[config.mk]
export PLATFORM = sky130hd
export DESIGN_NAME = acs_top
export DESIGN_NICKNAME = d
export VERILOG_FILES = /design/src/hw/acs_pkg.sv /design/src/hw/acs_cal.sv /design/src/hw/acs_ovs.sv /design/src/hw/acs_top.sv
export SDC_FILE = /design/constraint.sdc
export NUM_CORES = 1
export LEC_CHECK = 0
export BUFFER_PORTS_ARGS = -buffer_cell sky130_fd_sc_hd__buf_2
export CELL_PAD_IN_SITES_DETAIL_PLACEMENT = 1
export CELL_PAD_IN_SITES_GLOBAL_PLACEMENT = 1
export CORE_ASPECT_RATIO = 0.5
export CORE_UTILIZATION = 34
export CTS_CLUSTER_SIZE = 40
export DETAILED_ROUTE_END_ITERATION = 7
export HOLD_SLACK_MARGIN = 0.02
export MAX_ROUTING_LAYER = met4
export PLACE_DENSITY_LB_ADDON = 0.05
export SKIP_CTS_REPAIR_TIMING = 1
export SLEW_MARGIN = 20
export SYNTH_ARGS = -nofsm -noshare
export SYNTH_HDL_FRONTEND = slang
export SYNTH_SLANG_ARGS = --single-unit
[constraint.sdc]
create_clock -name clk -period 13.4 [get_ports clk]
set_clock_uncertainty 0.15 [all_clocks]
set_input_delay 1.34 -clock clk [delete_from_list [all_inputs] [get_ports clk]]
set_output_delay 1.34 -clock clk [all_outputs]
set_load 0.05 [all_outputs]
[src/hw/acs_pkg.sv]
// Constants and types shared by the converter control block
// Notes on behaviour
// - Writing calibration start one begins calibration
// - Calibration start reads one while running
// - Hardware clears it once calibration ends
// - Factor applies until converter is powered off
// - Calibration reset bit clears stored factor
// - Enable low holds converter in reset
// - Enable low powers analog part down
// - Converter clock synchronous with bus clocks
// - Sixteen external plus two internal channels
// - Resolution selectable 12, 10, 8, 6 bits
// - Result stored right or left aligned
// - Oversampler: 16-bit result, ratio 2-256, shift 0-8
// - Start from software or hardware trigger
// - Interrupts at end of conversion, threshold event
// - Sequence holds up to sixteen channel entries
// - 4-bit length field, three sequence registers
// - Result stored, end flag set, zero clears
`default_nettype none
package acs_pkg;
  localparam int AXI_AW     = 8;
  localparam int RAW_W      = 12;
  localparam int DATA_W     = 16;
  localparam int CH_W       = 5;
  localparam int SEQ_N      = 16;
  localparam int LEN_W      = 4;
  localparam int CF_W       = 7;
  localparam int ACC_W      = 20;
  localparam int CNT_W      = 9;
  localparam int NUM_EXT_CH = 16;
  localparam int NUM_INT_CH = 2;
  localparam logic [CH_W-1:0] CH_LAST = 5'h11;
  localparam logic [AXI_AW-1:0] OFF_CTRL   = 8'h00;
  localparam logic [AXI_AW-1:0] OFF_STAT   = 8'h04;
  localparam logic [AXI_AW-1:0] OFF_SEQ1   = 8'h08;
  localparam logic [AXI_AW-1:0] OFF_SEQ2   = 8'h0c;
  localparam logic [AXI_AW-1:0] OFF_SEQ3   = 8'h10;
  localparam logic [AXI_AW-1:0] OFF_DATA   = 8'h14;
  localparam logic [AXI_AW-1:0] OFF_THR    = 8'h18;
  localparam logic [AXI_AW-1:0] OFF_OVS    = 8'h1c;
  localparam int CB_EN = 0, CB_CAL = 1, CB_CALRST = 2, CB_SWST = 3;
  localparam int CB_SCAN = 4, CB_CONT = 5, CB_LEFT = 6, CB_RES = 7;
  localparam int CB_HWTRIG = 9, CB_EOCIE = 10, CB_WDIE = 11, CB_WDEN = 12;
  localparam int CTRL_W = 13;
  localparam logic [CTRL_W-1:0] CTRL_MASK = 13'h1ff1;
  localparam logic [CTRL_W-1:0] CTRL_RST  = 13'h0000;
  localparam int SB_EOC = 0, SB_WD = 1, SB_BUSY = 2;
  localparam int LEN_LSB = 20, FIRST_W = 24, SECOND_W = 30, THIRD_W = 30;
  localparam int THR_HI_LSB = 16;
  localparam logic [RAW_W-1:0] THR_HI_RST = 12'hfff;
  localparam logic [RAW_W-1:0] THR_LO_RST = 12'h000;
  localparam int OB_EN = 0, OB_RATIO = 1, OB_SHIFT = 4, OVS_W = 8;
  localparam logic [3:0] SHIFT_MAX = 4'h8;
  localparam logic [1:0] RESP_OKAY   = 2'h0;
  localparam logic [1:0] RESP_SLVERR = 2'h2;

  typedef enum logic [1:0] {SQ_IDLE, SQ_WAIT, SQ_NEXT} acs_seq_t;
  typedef enum logic {CAL_IDLE, CAL_RUN} acs_cal_t;

  function automatic logic [4:0] res_bits(input logic [1:0] code);
    case (code)
      2'h0:    res_bits = 5'h0c;
      2'h1:    res_bits = 5'h0a;
      2'h2:    res_bits = 5'h08;
      default: res_bits = 5'h06;
    endcase
  endfunction : res_bits

  function automatic logic [31:0] merge(input logic [31:0] old,
                                        input logic [31:0] nw,
                                        input logic [3:0]  strb);
    for (int i = 0; i < 4; i++) begin
      merge[i*8 +: 8] = strb[i] ? nw[i*8 +: 8] : old[i*8 +: 8];
    end
  endfunction : merge
endpackage : acs_pkg
`default_nettype wire

[src/hw/acs_cal.sv]
// Foreground calibration sequencer and stored factor
`timescale 1ns/1ps
`default_nettype none
module acs_cal (
  input  wire logic                    clk,
  input  wire logic                    resetn,
  input  wire logic                    enable,
  input  wire logic                    start,
  input  wire logic                    cal_reset,
  input  wire logic                    cal_done,
  input  wire logic [acs_pkg::CF_W-1:0] cal_factor_in,
  output logic                         busy,
  output logic [acs_pkg::CF_W-1:0]     factor
);
  import acs_pkg::*;

  acs_cal_t state;

  wire go = enable & start & (state == CAL_IDLE);

  always_ff @(posedge clk or negedge resetn) begin
    if (!resetn) begin
      state  <= CAL_IDLE;
      busy   <= 1'b0;
      factor <= '0;
    end else if (!enable) begin
      // Power-off loses the factor, so a fresh enable needs a new run
      state  <= CAL_IDLE;
      busy   <= 1'b0;
      factor <= '0;
    end else begin
      if (cal_reset) begin
        factor <= '0;
      end
      case (state)
        CAL_IDLE: begin
          if (go) begin
            state <= CAL_RUN;
            busy  <= 1'b1;
          end
        end
        CAL_RUN: begin
          // Only completion or a disable ends the run; other software writes have no say here
          if (cal_done) begin
            state  <= CAL_IDLE;
            busy   <= 1'b0;
            factor <= cal_factor_in;
          end
        end
        default: begin
          state <= CAL_IDLE;
          busy  <= 1'b0;
        end
      endcase
    end
  end
endmodule : acs_cal
`default_nettype wire

[src/hw/acs_ovs.sv]
// Resolution, alignment and oversampling of converter results
`timescale 1ns/1ps
`default_nettype none
module acs_ovs (
  input  wire logic                       clk,
  input  wire logic                       resetn,
  input  wire logic                       clear,
  input  wire logic                       in_valid,
  input  wire logic [acs_pkg::RAW_W-1:0]  in_raw,
  input  wire logic [1:0]                 res_code,
  input  wire logic                       left,
  input  wire logic                       ovs_en,
  input  wire logic [2:0]                 ratio,
  input  wire logic [3:0]                 shift,
  output logic                            out_valid,
  output logic [acs_pkg::DATA_W-1:0]      out_data,
  output logic [acs_pkg::RAW_W-1:0]       out_raw
);
  import acs_pkg::*;

  logic [ACC_W-1:0] acc;
  logic [CNT_W-1:0] cnt;

  wire [4:0]        rbits  = res_bits(res_code);
  wire [RAW_W-1:0]  value  = in_raw >> (5'(RAW_W) - rbits);
  wire [DATA_W-1:0] rjust  = DATA_W'(value);
  wire [DATA_W-1:0] ljust  = rjust << (5'(DATA_W) - rbits);
  wire [CNT_W-1:0]  target = CNT_W'(2) << ratio;
  wire [ACC_W-1:0]  sum    = acc + ACC_W'(value);
  wire [3:0]        sh     = (shift > SHIFT_MAX) ? SHIFT_MAX : shift;
  wire              last   = (cnt + 9'h001) == target;
  wire [ACC_W-1:0]  scaled = sum >> sh;

  always_ff @(posedge clk or negedge resetn) begin
    if (!resetn) begin
      acc       <= '0;
      cnt       <= '0;
      out_valid <= 1'b0;
      out_data  <= '0;
      out_raw   <= '0;
    end else if (clear) begin
      acc       <= '0;
      cnt       <= '0;
      out_valid <= 1'b0;
    end else begin
      out_valid <= in_valid & (~ovs_en | last);
      if (in_valid) begin
        out_raw <= in_raw;
        if (!ovs_en) begin
          out_data <= left ? ljust : rjust;
        end else if (last) begin
          // Oversampled words are always right aligned, 16 bits wide
          out_data <= scaled[DATA_W-1:0];
          acc      <= '0;
          cnt      <= '0;
        end else begin
          acc <= sum;
          cnt <= cnt + 9'h001;
        end
      end
    end
  end
endmodule : acs_ovs
`default_nettype wire

[src/hw/acs_top.sv]
// Converter control block: AXI4-Lite registers, calibration and routine sequence
//
// Design decisions made here: the register addresses and register access over AXI4-Lite.
`timescale 1ns/1ps
`default_nettype none
module acs_top (
  input  wire logic                        clk,
  input  wire logic                        resetn,
  input  wire logic [acs_pkg::AXI_AW-1:0]  s_axi_awaddr,
  input  wire logic                        s_axi_awvalid,
  output logic                             s_axi_awready,
  input  wire logic [31:0]                 s_axi_wdata,
  input  wire logic [3:0]                  s_axi_wstrb,
  input  wire logic                        s_axi_wvalid,
  output logic                             s_axi_wready,
  output logic [1:0]                       s_axi_bresp,
  output logic                             s_axi_bvalid,
  input  wire logic                        s_axi_bready,
  input  wire logic [acs_pkg::AXI_AW-1:0]  s_axi_araddr,
  input  wire logic                        s_axi_arvalid,
  output logic                             s_axi_arready,
  output logic [31:0]                      s_axi_rdata,
  output logic [1:0]                       s_axi_rresp,
  output logic                             s_axi_rvalid,
  input  wire logic                        s_axi_rready,
  input  wire logic                        hw_trigger,
  input  wire logic                        ana_done,
  input  wire logic [acs_pkg::RAW_W-1:0]   ana_data,
  input  wire logic                        ana_cal_done,
  input  wire logic [acs_pkg::CF_W-1:0]    ana_cal_factor,
  output logic                             ana_reset,
  output logic                             ana_powerdown,
  output logic                             ana_sample,
  output logic [acs_pkg::CH_W-1:0]         ana_chan,
  output logic [1:0]                       ana_res,
  output logic                             ana_cal_req,
  output logic [acs_pkg::CF_W-1:0]         cal_factor,
  output logic                             eoc_irq,
  output logic                             wd_irq
);
  import acs_pkg::*;

  // Software-visible state
  logic [CTRL_W-1:0]    ctrl;
  logic [FIRST_W-1:0]   seq_first;
  logic [SECOND_W-1:0]  seq_second;
  logic [THIRD_W-1:0]   seq_third;
  logic [RAW_W-1:0]     thr_hi;
  logic [RAW_W-1:0]     thr_lo;
  logic [OVS_W-1:0]     ovs_cfg;
  logic [DATA_W-1:0]    result;
  logic                 eoc;
  logic                 wd_flag;

  // Command pulses and trigger history
  logic                 swst_p;
  logic                 calst_p;
  logic                 calrst_p;
  logic                 trig_q;

  // Sequencer
  acs_seq_t             state;
  acs_seq_t             next_state;
  logic [LEN_W-1:0]     pos;
  logic [LEN_W-1:0]     next_pos;
  logic                 next_sample;
  logic [CH_W-1:0]      next_chan;
  logic                 store;
  logic                 eoc_set;

  // Sub-block results
  logic                 cal_busy;
  logic                 ovs_valid;
  logic [DATA_W-1:0]    ovs_data;
  logic [RAW_W-1:0]     ovs_raw;

  // Bus handshake
  logic                 wr_take;
  logic                 rd_take;

  function automatic logic mapped(input logic [AXI_AW-1:0] a);
    mapped = (a == OFF_CTRL) | (a == OFF_STAT) | (a == OFF_SEQ1) |
             (a == OFF_SEQ2) | (a == OFF_SEQ3) | (a == OFF_DATA) |
             (a == OFF_THR)  | (a == OFF_OVS);
  endfunction : mapped

  function automatic logic [CH_W-1:0] chan_at(input logic [CH_W*SEQ_N-1:0] all,
                                              input logic [LEN_W-1:0]      p);
    logic [CH_W-1:0] e;
    e = all[p*CH_W +: CH_W];
    // Entries past the last internal channel fold onto it
    chan_at = (e > CH_LAST) ? CH_LAST : e;
  endfunction : chan_at

  // Field decode
  wire                   en        = ctrl[CB_EN];
  wire [1:0]             res_code  = ctrl[CB_RES +: 2];
  wire [LEN_W-1:0]       seq_len   = seq_first[LEN_LSB +: LEN_W];
  wire [CH_W*SEQ_N-1:0]  seq_all   = {seq_first[LEN_LSB-1:0], seq_second, seq_third};
  wire [CH_W-1:0]        chan_next = chan_at(seq_all, next_pos);

  // Write decode
  wire        wr_ctrl  = wr_take & (s_axi_awaddr == OFF_CTRL);
  wire        wr_stat  = wr_take & (s_axi_awaddr == OFF_STAT);
  wire        wr_seq1  = wr_take & (s_axi_awaddr == OFF_SEQ1);
  wire        wr_seq2  = wr_take & (s_axi_awaddr == OFF_SEQ2);
  wire        wr_seq3  = wr_take & (s_axi_awaddr == OFF_SEQ3);
  wire        wr_thr   = wr_take & (s_axi_awaddr == OFF_THR);
  wire        wr_ovs   = wr_take & (s_axi_awaddr == OFF_OVS);
  wire [31:0] ctrl_v   = merge(32'(ctrl), s_axi_wdata, s_axi_wstrb);
  wire [31:0] seq1_v   = merge(32'(seq_first), s_axi_wdata, s_axi_wstrb);
  wire [31:0] seq2_v   = merge(32'(seq_second), s_axi_wdata, s_axi_wstrb);
  wire [31:0] seq3_v   = merge(32'(seq_third), s_axi_wdata, s_axi_wstrb);
  wire [31:0] thr_v    = merge({4'h0, thr_hi, 4'h0, thr_lo}, s_axi_wdata, s_axi_wstrb);
  wire [31:0] ovs_v    = merge(32'(ovs_cfg), s_axi_wdata, s_axi_wstrb);
  wire        eoc_clr  = wr_stat & s_axi_wstrb[0] & ~s_axi_wdata[SB_EOC];
  wire        wd_clr   = wr_stat & s_axi_wstrb[0] & ~s_axi_wdata[SB_WD];

  // Read decode; calibration start reads back the running calibration
  wire [31:0] ctrl_rd  = {19'h0, ctrl[CTRL_W-1:2], cal_busy, ctrl[CB_EN]};
  wire [31:0] stat_rd  = {29'h0, (state != SQ_IDLE), wd_flag, eoc};
  wire [31:0] rd_word  =
    (s_axi_araddr == OFF_CTRL) ? ctrl_rd :
    (s_axi_araddr == OFF_STAT) ? stat_rd :
    (s_axi_araddr == OFF_SEQ1) ? 32'(seq_first) :
    (s_axi_araddr == OFF_SEQ2) ? 32'(seq_second) :
    (s_axi_araddr == OFF_SEQ3) ? 32'(seq_third) :
    (s_axi_araddr == OFF_DATA) ? 32'(result) :
    (s_axi_araddr == OFF_THR)  ? {4'h0, thr_hi, 4'h0, thr_lo} :
    (s_axi_araddr == OFF_OVS)  ? 32'(ovs_cfg) :
    32'h0;

  // Conversion start: software pulse or rising edge of the trigger input
  wire hw_edge   = ctrl[CB_HWTRIG] & hw_trigger & ~trig_q;
  wire start_req = en & ~cal_busy & (swst_p | hw_edge);
  wire last_pos  = ~ctrl[CB_SCAN] | (pos == seq_len);
  wire conv_in   = (state == SQ_WAIT) & ana_done;
  wire wd_hit    = ctrl[CB_WDEN] & ((ovs_raw > thr_hi) | (ovs_raw < thr_lo));

  acs_cal u_cal (
    .clk           (clk),
    .resetn        (resetn),
    .enable        (en),
    .start         (calst_p),
    .cal_reset     (calrst_p),
    .cal_done      (ana_cal_done),
    .cal_factor_in (ana_cal_factor),
    .busy          (cal_busy),
    .factor        (cal_factor)
  );

  acs_ovs u_ovs (
    .clk       (clk),
    .resetn    (resetn),
    .clear     (~en | (state == SQ_IDLE)),
    .in_valid  (conv_in),
    .in_raw    (ana_data),
    .res_code  (res_code),
    .left      (ctrl[CB_LEFT]),
    .ovs_en    (ovs_cfg[OB_EN]),
    .ratio     (ovs_cfg[OB_RATIO +: 3]),
    .shift     (ovs_cfg[OB_SHIFT +: 4]),
    .out_valid (ovs_valid),
    .out_data  (ovs_data),
    .out_raw   (ovs_raw)
  );

  // Routine sequence walk
  always_comb begin
    next_state  = state;
    next_pos    = pos;
    next_sample = 1'b0;
    store       = 1'b0;
    eoc_set     = 1'b0;
    case (state)
      SQ_IDLE: begin
        if (start_req) begin
          next_pos    = '0;
          next_sample = 1'b1;
          next_state  = SQ_WAIT;
        end
      end
      SQ_WAIT: begin
        if (ana_done) begin
          next_state = SQ_NEXT;
        end
      end
      SQ_NEXT: begin
        next_sample = 1'b1;
        next_state  = SQ_WAIT;
        if (ovs_valid) begin
          store = 1'b1;
          if (!last_pos) begin
            next_pos = pos + 4'h1;
          end else begin
            eoc_set  = 1'b1;
            next_pos = '0;
            if (!ctrl[CB_CONT]) begin
              next_sample = 1'b0;
              next_state  = SQ_IDLE;
            end
          end
        end
      end
      default: begin
        next_state = SQ_IDLE;
      end
    endcase
  end

  always_ff @(posedge clk or negedge resetn) begin
    if (!resetn) begin
      state      <= SQ_IDLE;
      pos        <= '0;
      ana_sample <= 1'b0;
      ana_chan   <= '0;
    end else if (!en) begin
      state      <= SQ_IDLE;
      pos        <= '0;
      ana_sample <= 1'b0;
    end else begin
      state      <= next_state;
      pos        <= next_pos;
      ana_sample <= next_sample;
      ana_chan   <= next_sample ? chan_next : ana_chan;
    end
  end

  // Result and event flags; a new event wins over a clear in the same cycle
  always_ff @(posedge clk or negedge resetn) begin
    if (!resetn) begin
      result  <= '0;
      eoc     <= 1'b0;
      wd_flag <= 1'b0;
    end else if (!en) begin
      result  <= '0;
      eoc     <= 1'b0;
      wd_flag <= 1'b0;
    end else begin
      result  <= store ? ovs_data : result;
      eoc     <= eoc_set | (eoc & ~eoc_clr);
      wd_flag <= (store & wd_hit) | (wd_flag & ~wd_clr);
    end
  end

  // Software registers
  always_ff @(posedge clk or negedge resetn) begin
    if (!resetn) begin
      ctrl       <= CTRL_RST;
      seq_first  <= '0;
      seq_second <= '0;
      seq_third  <= '0;
      thr_hi     <= THR_HI_RST;
      thr_lo     <= THR_LO_RST;
      ovs_cfg    <= '0;
    end else begin
      ctrl       <= wr_ctrl ? (ctrl_v[CTRL_W-1:0] & CTRL_MASK) : ctrl;
      seq_first  <= wr_seq1 ? seq1_v[FIRST_W-1:0] : seq_first;
      seq_second <= wr_seq2 ? seq2_v[SECOND_W-1:0] : seq_second;
      seq_third  <= wr_seq3 ? seq3_v[THIRD_W-1:0] : seq_third;
      thr_hi     <= wr_thr ? thr_v[THR_HI_LSB +: RAW_W] : thr_hi;
      thr_lo     <= wr_thr ? thr_v[RAW_W-1:0] : thr_lo;
      ovs_cfg    <= wr_ovs ? ovs_v[OVS_W-1:0] : ovs_cfg;
    end
  end

  // Self-clearing command bits become one-cycle pulses
  always_ff @(posedge clk or negedge resetn) begin
    if (!resetn) begin
      calst_p  <= 1'b0;
      calrst_p <= 1'b0;
      swst_p   <= 1'b0;
      trig_q   <= 1'b0;
    end else begin
      calst_p  <= wr_ctrl & ctrl_v[CB_CAL] & en;
      calrst_p <= wr_ctrl & ctrl_v[CB_CALRST];
      swst_p   <= wr_ctrl & ctrl_v[CB_SWST];
      trig_q   <= hw_trigger;
    end
  end

  // Analog side levels and interrupt lines
  always_ff @(posedge clk or negedge resetn) begin
    if (!resetn) begin
      ana_reset     <= 1'b1;
      ana_powerdown <= 1'b1;
      ana_res       <= 2'h0;
      ana_cal_req   <= 1'b0;
      eoc_irq       <= 1'b0;
      wd_irq        <= 1'b0;
    end else begin
      ana_reset     <= ~en;
      ana_powerdown <= ~en;
      ana_res       <= res_code;
      ana_cal_req   <= cal_busy & ~ana_cal_done;
      eoc_irq       <= eoc & ctrl[CB_EOCIE];
      wd_irq        <= wd_flag & ctrl[CB_WDIE];
    end
  end

  // AXI4-Lite write channel: address and data taken together
  always_ff @(posedge clk or negedge resetn) begin
    if (!resetn) begin
      wr_take      <= 1'b0;
      s_axi_bvalid <= 1'b0;
      s_axi_bresp  <= RESP_OKAY;
    end else begin
      wr_take      <= ~wr_take & ~s_axi_bvalid & s_axi_awvalid & s_axi_wvalid;
      s_axi_bvalid <= wr_take | (s_axi_bvalid & ~s_axi_bready);
      if (wr_take) begin
        s_axi_bresp <= mapped(s_axi_awaddr) ? RESP_OKAY : RESP_SLVERR;
      end
    end
  end

  // AXI4-Lite read channel
  always_ff @(posedge clk or negedge resetn) begin
    if (!resetn) begin
      rd_take      <= 1'b0;
      s_axi_rvalid <= 1'b0;
      s_axi_rdata  <= 32'h0;
      s_axi_rresp  <= RESP_OKAY;
    end else begin
      rd_take      <= ~rd_take & ~s_axi_rvalid & s_axi_arvalid;
      s_axi_rvalid <= rd_take | (s_axi_rvalid & ~s_axi_rready);
      if (rd_take) begin
        s_axi_rdata <= rd_word;
        s_axi_rresp <= mapped(s_axi_araddr) ? RESP_OKAY : RESP_SLVERR;
      end
    end
  end

  assign s_axi_awready = wr_take;
  assign s_axi_wready  = wr_take;
  assign s_axi_arready = rd_take;
endmodule : acs_top
`default_nettype wire

==> results_dict.tcl, run 1 <==
set metrics [dict create \
    overflow 0 \
    grt_pass1_vias 14700 \
    tightest_slew_ns 1.15 \
    p_total_w 0.00198 \
    place_ws_ns 7.64 \
    pin_count 142 \
    initial_utilization_pct 34.7 \
    synth.area.top_cells "dfrtp_1 (39%), mux2_2 (8.9%), nand2_1 (4.5%)" \
    dieArea_um2 49100 \
    synth_top_flop_cell "dfrtp_1" \
    synth_common_cells "dfrtp_1 (256), nand2_1 (196), mux2_2 (129)" \
    syn_to_final_growth_pct 13.2 \
    row_count 56 \
    hold_ws_ns 0.308 \
    drv_cap 0 \
    async_reset_ff_share_pct 100 \
    synth_area_um2 16400 \
    die_h_um 157 \
    setup_viol 0 \
    path_class "flip-flop to flip-flop" \
    slew_violations 0 \
    routabilityCongestion 0.906 \
    rsz0062_at_grt "false" \
    ys_seq_elements 269 \
    final.fill_count 5356 \
    synthCells 1717 \
    wl_um 60700 \
    cts-buffers-inserted 28 \
    synth.most_common_cell "dfrtp_1" \
    period_minus_slack_ns 5.86 \
    cts.sinks 269 \
    ant_nets 0 \
    die_x_um 312 \
    p_per_area_nw_per_um2 107 \
    coreArea_um2 47200 \
    drive_gt1_share_pct 21.8 \
    cts_root_buffer "clkbuf_16" \
    grtUsageTotal_pct 25.5 \
    setup-tns-final_ns 0 \
    via_count 14200 \
    yosysSeqAreaShare_pct 41.2 \
    leakagePower_nw 7.98 \
    clock_latency_ns 0.60 \
    yosysTopAreaCell "dfrtp_1" \
    fmax_mhz 171 \
    route.detailed.drc 0 \
    synth_edf_count 0 \
    synth_warnings 0 \
    layout.cells.non_filler 2453 \
    nets 1914 \
    synth_top_area_share_pct 39.1 \
    firstDrtPassIters 5 \
    cp.arrival_ns 6.15 \
    grt_max_degree 93 \
    relSlewSlack_pct 22.5 \
    antenna_found_initial 1 \
    drt_iter0_drc 1046 \
    ctsLongestPathBuffers 3 \
    critical_path.endpoint_type "flip-flop" \
    min_path_type "flip-flop to flip-flop" \
    synth_area_per_cell_um2 9.54 \
    cts_max_level 1 \
    place.port_buffers 135 \
    finalCritPeriodShare_pct 43.7 \
    wl_per_cell_um 24.7 \
    dp_hpwl_um 45700 \
    vdd_drop_max_uv 63.7 \
    worst-path-max-fanout 15 \
    worstSetupStartpointType "flip-flop" \
    status "finished clean" \
    worst_slack_ns 7.54 \
    dpl.cell_count 2403 \
    cts_tree "yes" \
    grt_pass1_wl_um 93000 \
    yosysUniqueCellTypes 110 \
    hold_violations 0 \
    clkTransAtPathRegs_ns 0.07 \
    via_per_inst 5.78 \
    cp.required_ns 13.70 \
]
==> state kept, by name, summed over array words and instances, names as in the netlist, 8 cells and up <==
| name | cells |
|---|---|
| s_axi_rdata | 30 |
| seq_second | 30 |
| seq_third | 30 |
| seq_first | 24 |
| u_ovs.acc | 20 |
| result | 16 |
| u_ovs.out_data | 16 |
| thr_hi | 12 |
| thr_lo | 12 |
| u_ovs.out_raw | 12 |
| ctrl | 10 |
| u_ovs.cnt | 9 |
| ovs_cfg | 8 |
==> final timing paths <==
kind / start / to / slack, ns / cells after the start
worst max-delay path: ctrl[8]$_DFFE_PN0P_ / u_ovs.out_data[11]$_DFFE_PN0P_ / 7.54 / 14
worst min register to register: s_axi_bvalid$_DFF_PN0_ / s_axi_awready$_DFF_PN0_ / 0.31 / 1
max in group asynchronous: resetn / u_ovs.acc[16]$_DFFE_PN0P_ / 11.05 / 2
worst max register to register: ctrl[8]$_DFFE_PN0P_ / u_ovs.out_data[11]$_DFFE_PN0P_ / 7.54 / 14
min in group asynchronous: resetn / s_axi_rdata[23]$_DFFE_PN0P_ / 0.58 / 1
worst min-delay path: s_axi_bvalid$_DFF_PN0_ / s_axi_awready$_DFF_PN0_ / 0.31 / 1
==> cell type report <==
cell class / instances / area (um^2) / area share, %
well taps: 638 / 798 / 4.30
repair buffers: 153 / 821 / 4.43
flip-flops and latches: 269 / 6750 / 36.4
multi-input cells: 1278 / 8970 / 48.4
diodes: 1 / 2.50 / 0.0135
inverters: 65 / 245 / 1.32
clock inverters: 14 / 205 / 1.11
clock buffers: 35 / 747 / 4.03
==> cell usage in the layout (no fill, tap or decap), types with 8 or more instances in the layout <==
master,instances
o21ai_0,76
a21o_1,20
nand3b_1,12
nand2b_1,10
a211o_1,12
o31ai_1,8
nor4_1,8
dfrtp_1,255
nand3_1,37
a21oi_1,88
ha_1,36
and3_1,11
mux2i_1,52
a22oi_1,31
nor2_1,117
nor3_1,29
o211ai_1,21
o22ai_1,16
dfstp_2,13
nand2_1,196
a211oi_1,38
nand4_1,13
a22o_1,20
clkbuf_16,28
buf_2,134
a31oi_1,28
nor2b_1,14
xor2_1,12
xnor2_1,24
or3_1,9
mux2_2,129
a221oi_1,22
inv_1,59
buf_4,18
and2_1,27
==> through the flow <==
step	area (um^2)	util [%]
6_report	18500	39.3
4_1_cts	18500	39.3
5_1_grt	18500	39.3
3_3_place_gp	17600	37.2
2_1_floorplan	16400	-
3_5_place_dp	17600	37.2
==> power breakdown <==
part           switching (W)  internal [W]
Sequential         0.0000221      0.000846
Clock               0.000364      0.000474
Combinational       0.000211     0.0000664
==> per-layer routing <==
metal	wire (um)	up-vias	track usage [%]
met2	27700	277	39.9
met1	29400	7342	35.5
met3	2410	67	3.08
met4	1170	0	5.21
met5	0	-	-
li1	-	6485	-
==> worst max-delay path: stages, from the launching register on <==
cell      delay (ns)
dfrtp_1         0.50
ha_1            0.62
or2_1           0.68
nor2_1          0.28
and2_1          0.28
ha_1            0.46
a21oi_1         0.62
a31oi_1         0.22
a31oi_1         0.35
o32ai_2         0.19
o41ai_1         0.55
o31ai_4         0.17
a311oi_1        0.33
nand4b_1        0.20
o21ai_1         0.08
==> logic make-up (layout without fill, tap and decap cells) <==
group / Yosys count / in the layout / share of synthesized area (%)
AO/OA/AOI/OAI: 487 / 487 / 21.3
XOR/XNOR: 37 / 37 / 2.02
adder cells (fa/ha/maj): 41 / 41 / 3.13
buffers and inverters: 173 / 267 / 4.38
flip-flops: 269 / 269 / 41.2
multiplexers: 188 / 188 / 12.8
other: 1 / 5 / 0.0229
AND/OR/NAND/NOR: 521 / 521 / 15.1
Power figures use the tool's default switching activity.
==> run 2: changes to the inputs <==
==> constraint.sdc (replaced) <==
create_clock -name clk -period 5.7 [get_ports clk]
set_clock_uncertainty 0.15 [all_clocks]
set_input_delay 0.57 -clock clk [delete_from_list [all_inputs] [get_ports clk]]
set_output_delay 0.57 -clock clk [all_outputs]
set_load 0.05 [all_outputs]
==> run 2 against run 1 <==
Effect of this change: register-to-register slack worse by 7.2 ns; via count about the same; cell area up 0.86%; non-clock buffer count up 13; hold slack worse by 0.27 ns; routed wire length about the same; power up 140%; combinational power up 130%; clock-buffer cell count up 7; critical path depth up 1; sequential cell count unchanged; critical path type unchanged; largest power group unchanged.
==> results_dict.tcl, run 2 (synthesis gave the netlist of run 1 again) <==
set metrics [dict create \
    drt_iter0_drc 942 \
    hold_start "s_axi_awvalid" \
    wl_um 60600 \
    grt_pass1_wl_um 93500 \
    wl_per_cell_um 24.6 \
    postLayoutCoreUtil_pct 39.6 \
    cts_tree "yes" \
    grt_pass1_vias 14600 \
    seq_power_share_pct 43.4 \
    hold-path-cell-count 3 \
    via_per_inst 5.75 \
    path_class "flip-flop to flip-flop" \
    critical_path.endpoint_type "flip-flop" \
    drive_gt1_share_pct 22.5 \
    highest_layer "met4" \
    power_frac_comb_pct 13.7 \
    vdd_drop_max_uv 219 \
    most-common-layout-cells "dfrtp_1 (255), nand2_1 (196), buf_2 (134)" \
    cp.required_ns 6.02 \
    firstDrtPassIters 4 \
    setup-tns-final_ns 0 \
    slew_violations 0 \
    syn_to_final_growth_pct 14.2 \
    cp_slowest_stage_delay_ns 0.60 \
    cts.sinks 269 \
    cts-buffers-inserted 29 \
    cts_max_level 1 \
    fmax_mhz 188 \
    place.port_buffers 135 \
    diodes 0 \
    layout_commonest_cell "dfrtp_1" \
    nets 1928 \
    worst-path-max-fanout 13 \
    leakagePower_nw 8.07 \
    routabilityCongestion 0.891 \
    grt_max_degree 95 \
    cp.arrival_ns 5.64 \
    initial_utilization_pct 34.7 \
    row_count 56 \
    dp_hpwl_um 45700 \
    wl_met2_um 27400 \
    pin_count 142 \
    rsz0062_at_grt "false" \
    period_minus_slack_ns 5.33 \
    grtUsageTotal_pct 25.6 \
    overflow 0 \
    finalCritPeriodShare_pct 93.5 \
    slowest_stage "ha_1" \
    ant_nets 0 \
    cts_root_buffer "clkbuf_16" \
    clock_power_share_pct 42.9 \
    die_x_um 312 \
    crit_start "ctrl[8]$_DFFE_PN0P_" \
    postPlaceCellArea_um2 17700 \
    die_h_um 157 \
    coreArea_um2 47200 \
    hold_violations 0 \
    final_area_um2 18700 \
    worstSetupStartpointType "flip-flop" \
    reg.largest.list "s_axi_rdata (30), seq_second (30), seq_third (30)" \
    p_sw_w 0.00142 \
    swShare_pct 30.1 \
    p_per_area_nw_per_um2 252 \
    met1_length_um 30200 \
    tightest_slew_ns 1.10 \
    drv_cap 0 \
    ctsLongestPathBuffers 3 \
    path_cells "ha_1 > or2_1 > a211oi_1 > a31oi_1 > inv_1 > fa_1 > nand2b_1 > a21oi_1 > o21ai_2 > a211o_1 > o211ai_1 > and2_1 > nor3_1 > a2111oi_2 > a211oi_2" \
    via_count 14200 \
    clkTransAtPathRegs_ns 0.07 \
    antenna_found_initial 0 \
    setup_viol 0 \
    internal-power_w 0.00330 \
    clock_latency_ns 0.60 \
    status "finished clean" \
    min_path_type "input port to flip-flop" \
    dieArea_um2 49100 \
    route.detailed.drc 0 \
    relSlewSlack_pct 26.2 \
    ff2ff_path_depth 15 \
    wl_met3_um 2010 \
    timing.rr.start "ctrl[8]$_DFFE_PN0P_" \
]
-- run 2: path summary, 6_finish.rpt --
check / slack [ns] / to
max in group asynchronous: 3.57 / u_ovs.acc[18]$_DFFE_PN0P_
hold / removal: 0.03 / s_axi_awready$_DFF_PN0_
min in group asynchronous: 0.43 / seq_second[19]$_DFFE_PN0P_
setup / recovery: 0.37 / u_ovs.out_data[14]$_DFFE_PN0P_
hold reg to reg: 0.31 / s_axi_awready$_DFF_PN0_
setup reg to reg: 0.37 / u_ovs.out_data[14]$_DFFE_PN0P_
-- run 2: cell type report --
cell class,instances,area (um^2)
Clock inverter,8,118
Sequential cell,269,6750
Multi-Input combinational cell,1278,8990
Clock buffer,42,875
Timing Repair Buffer,166,923
Tap cell,638,798
Fill cell,5407,28500
Inverter,65,245
-- run 2: metal layers --
layer	GRT usage, %	up-vias
li1	-	6502
met1	36.1	7345
met2	39.9	265
met3	2.99	60
met4	4.11	0
met5	-	-
-- run 2: worst max-delay path: cells and delay by family (launching register included) --
family	cells	cell delay (ns)
compound gates	8	2.22
flops	1	0.57
simple gates	4	1.03
buf+inv	1	0.12
fa+ha+maj	2	1.07
-- run 2: power groups by stage --
stage,Clock (W),Sequential [W],Combinational [W]
floorplan,0,0.00230,0.000194
global placement,0,0.00208,0.000642
detailed placement,0,0.00209,0.000649
CTS,0.00207,0.00205,0.000650
global route,0.00215,0.00206,0.000694
finish,0.00202,0.00205,0.000645
-- run 2: per-stage QoR --
step | hold WS, ns | cells | worst slack, ns | power (W)
finish | 0.0341 | 2466 | 0.372 | 0.00472
global route | 0.0219 | 2466 | 0.0223 | 0.00490
CTS | -0.146 | 2462 | 0.245 | 0.00478
detailed placement | 0.301 | 2412 | 0.286 | 0.00273
global placement | 0.288 | 2412 | 0.385 | 0.00272
floorplan | 0.124 | 1720 | 1.03 | 0.00249
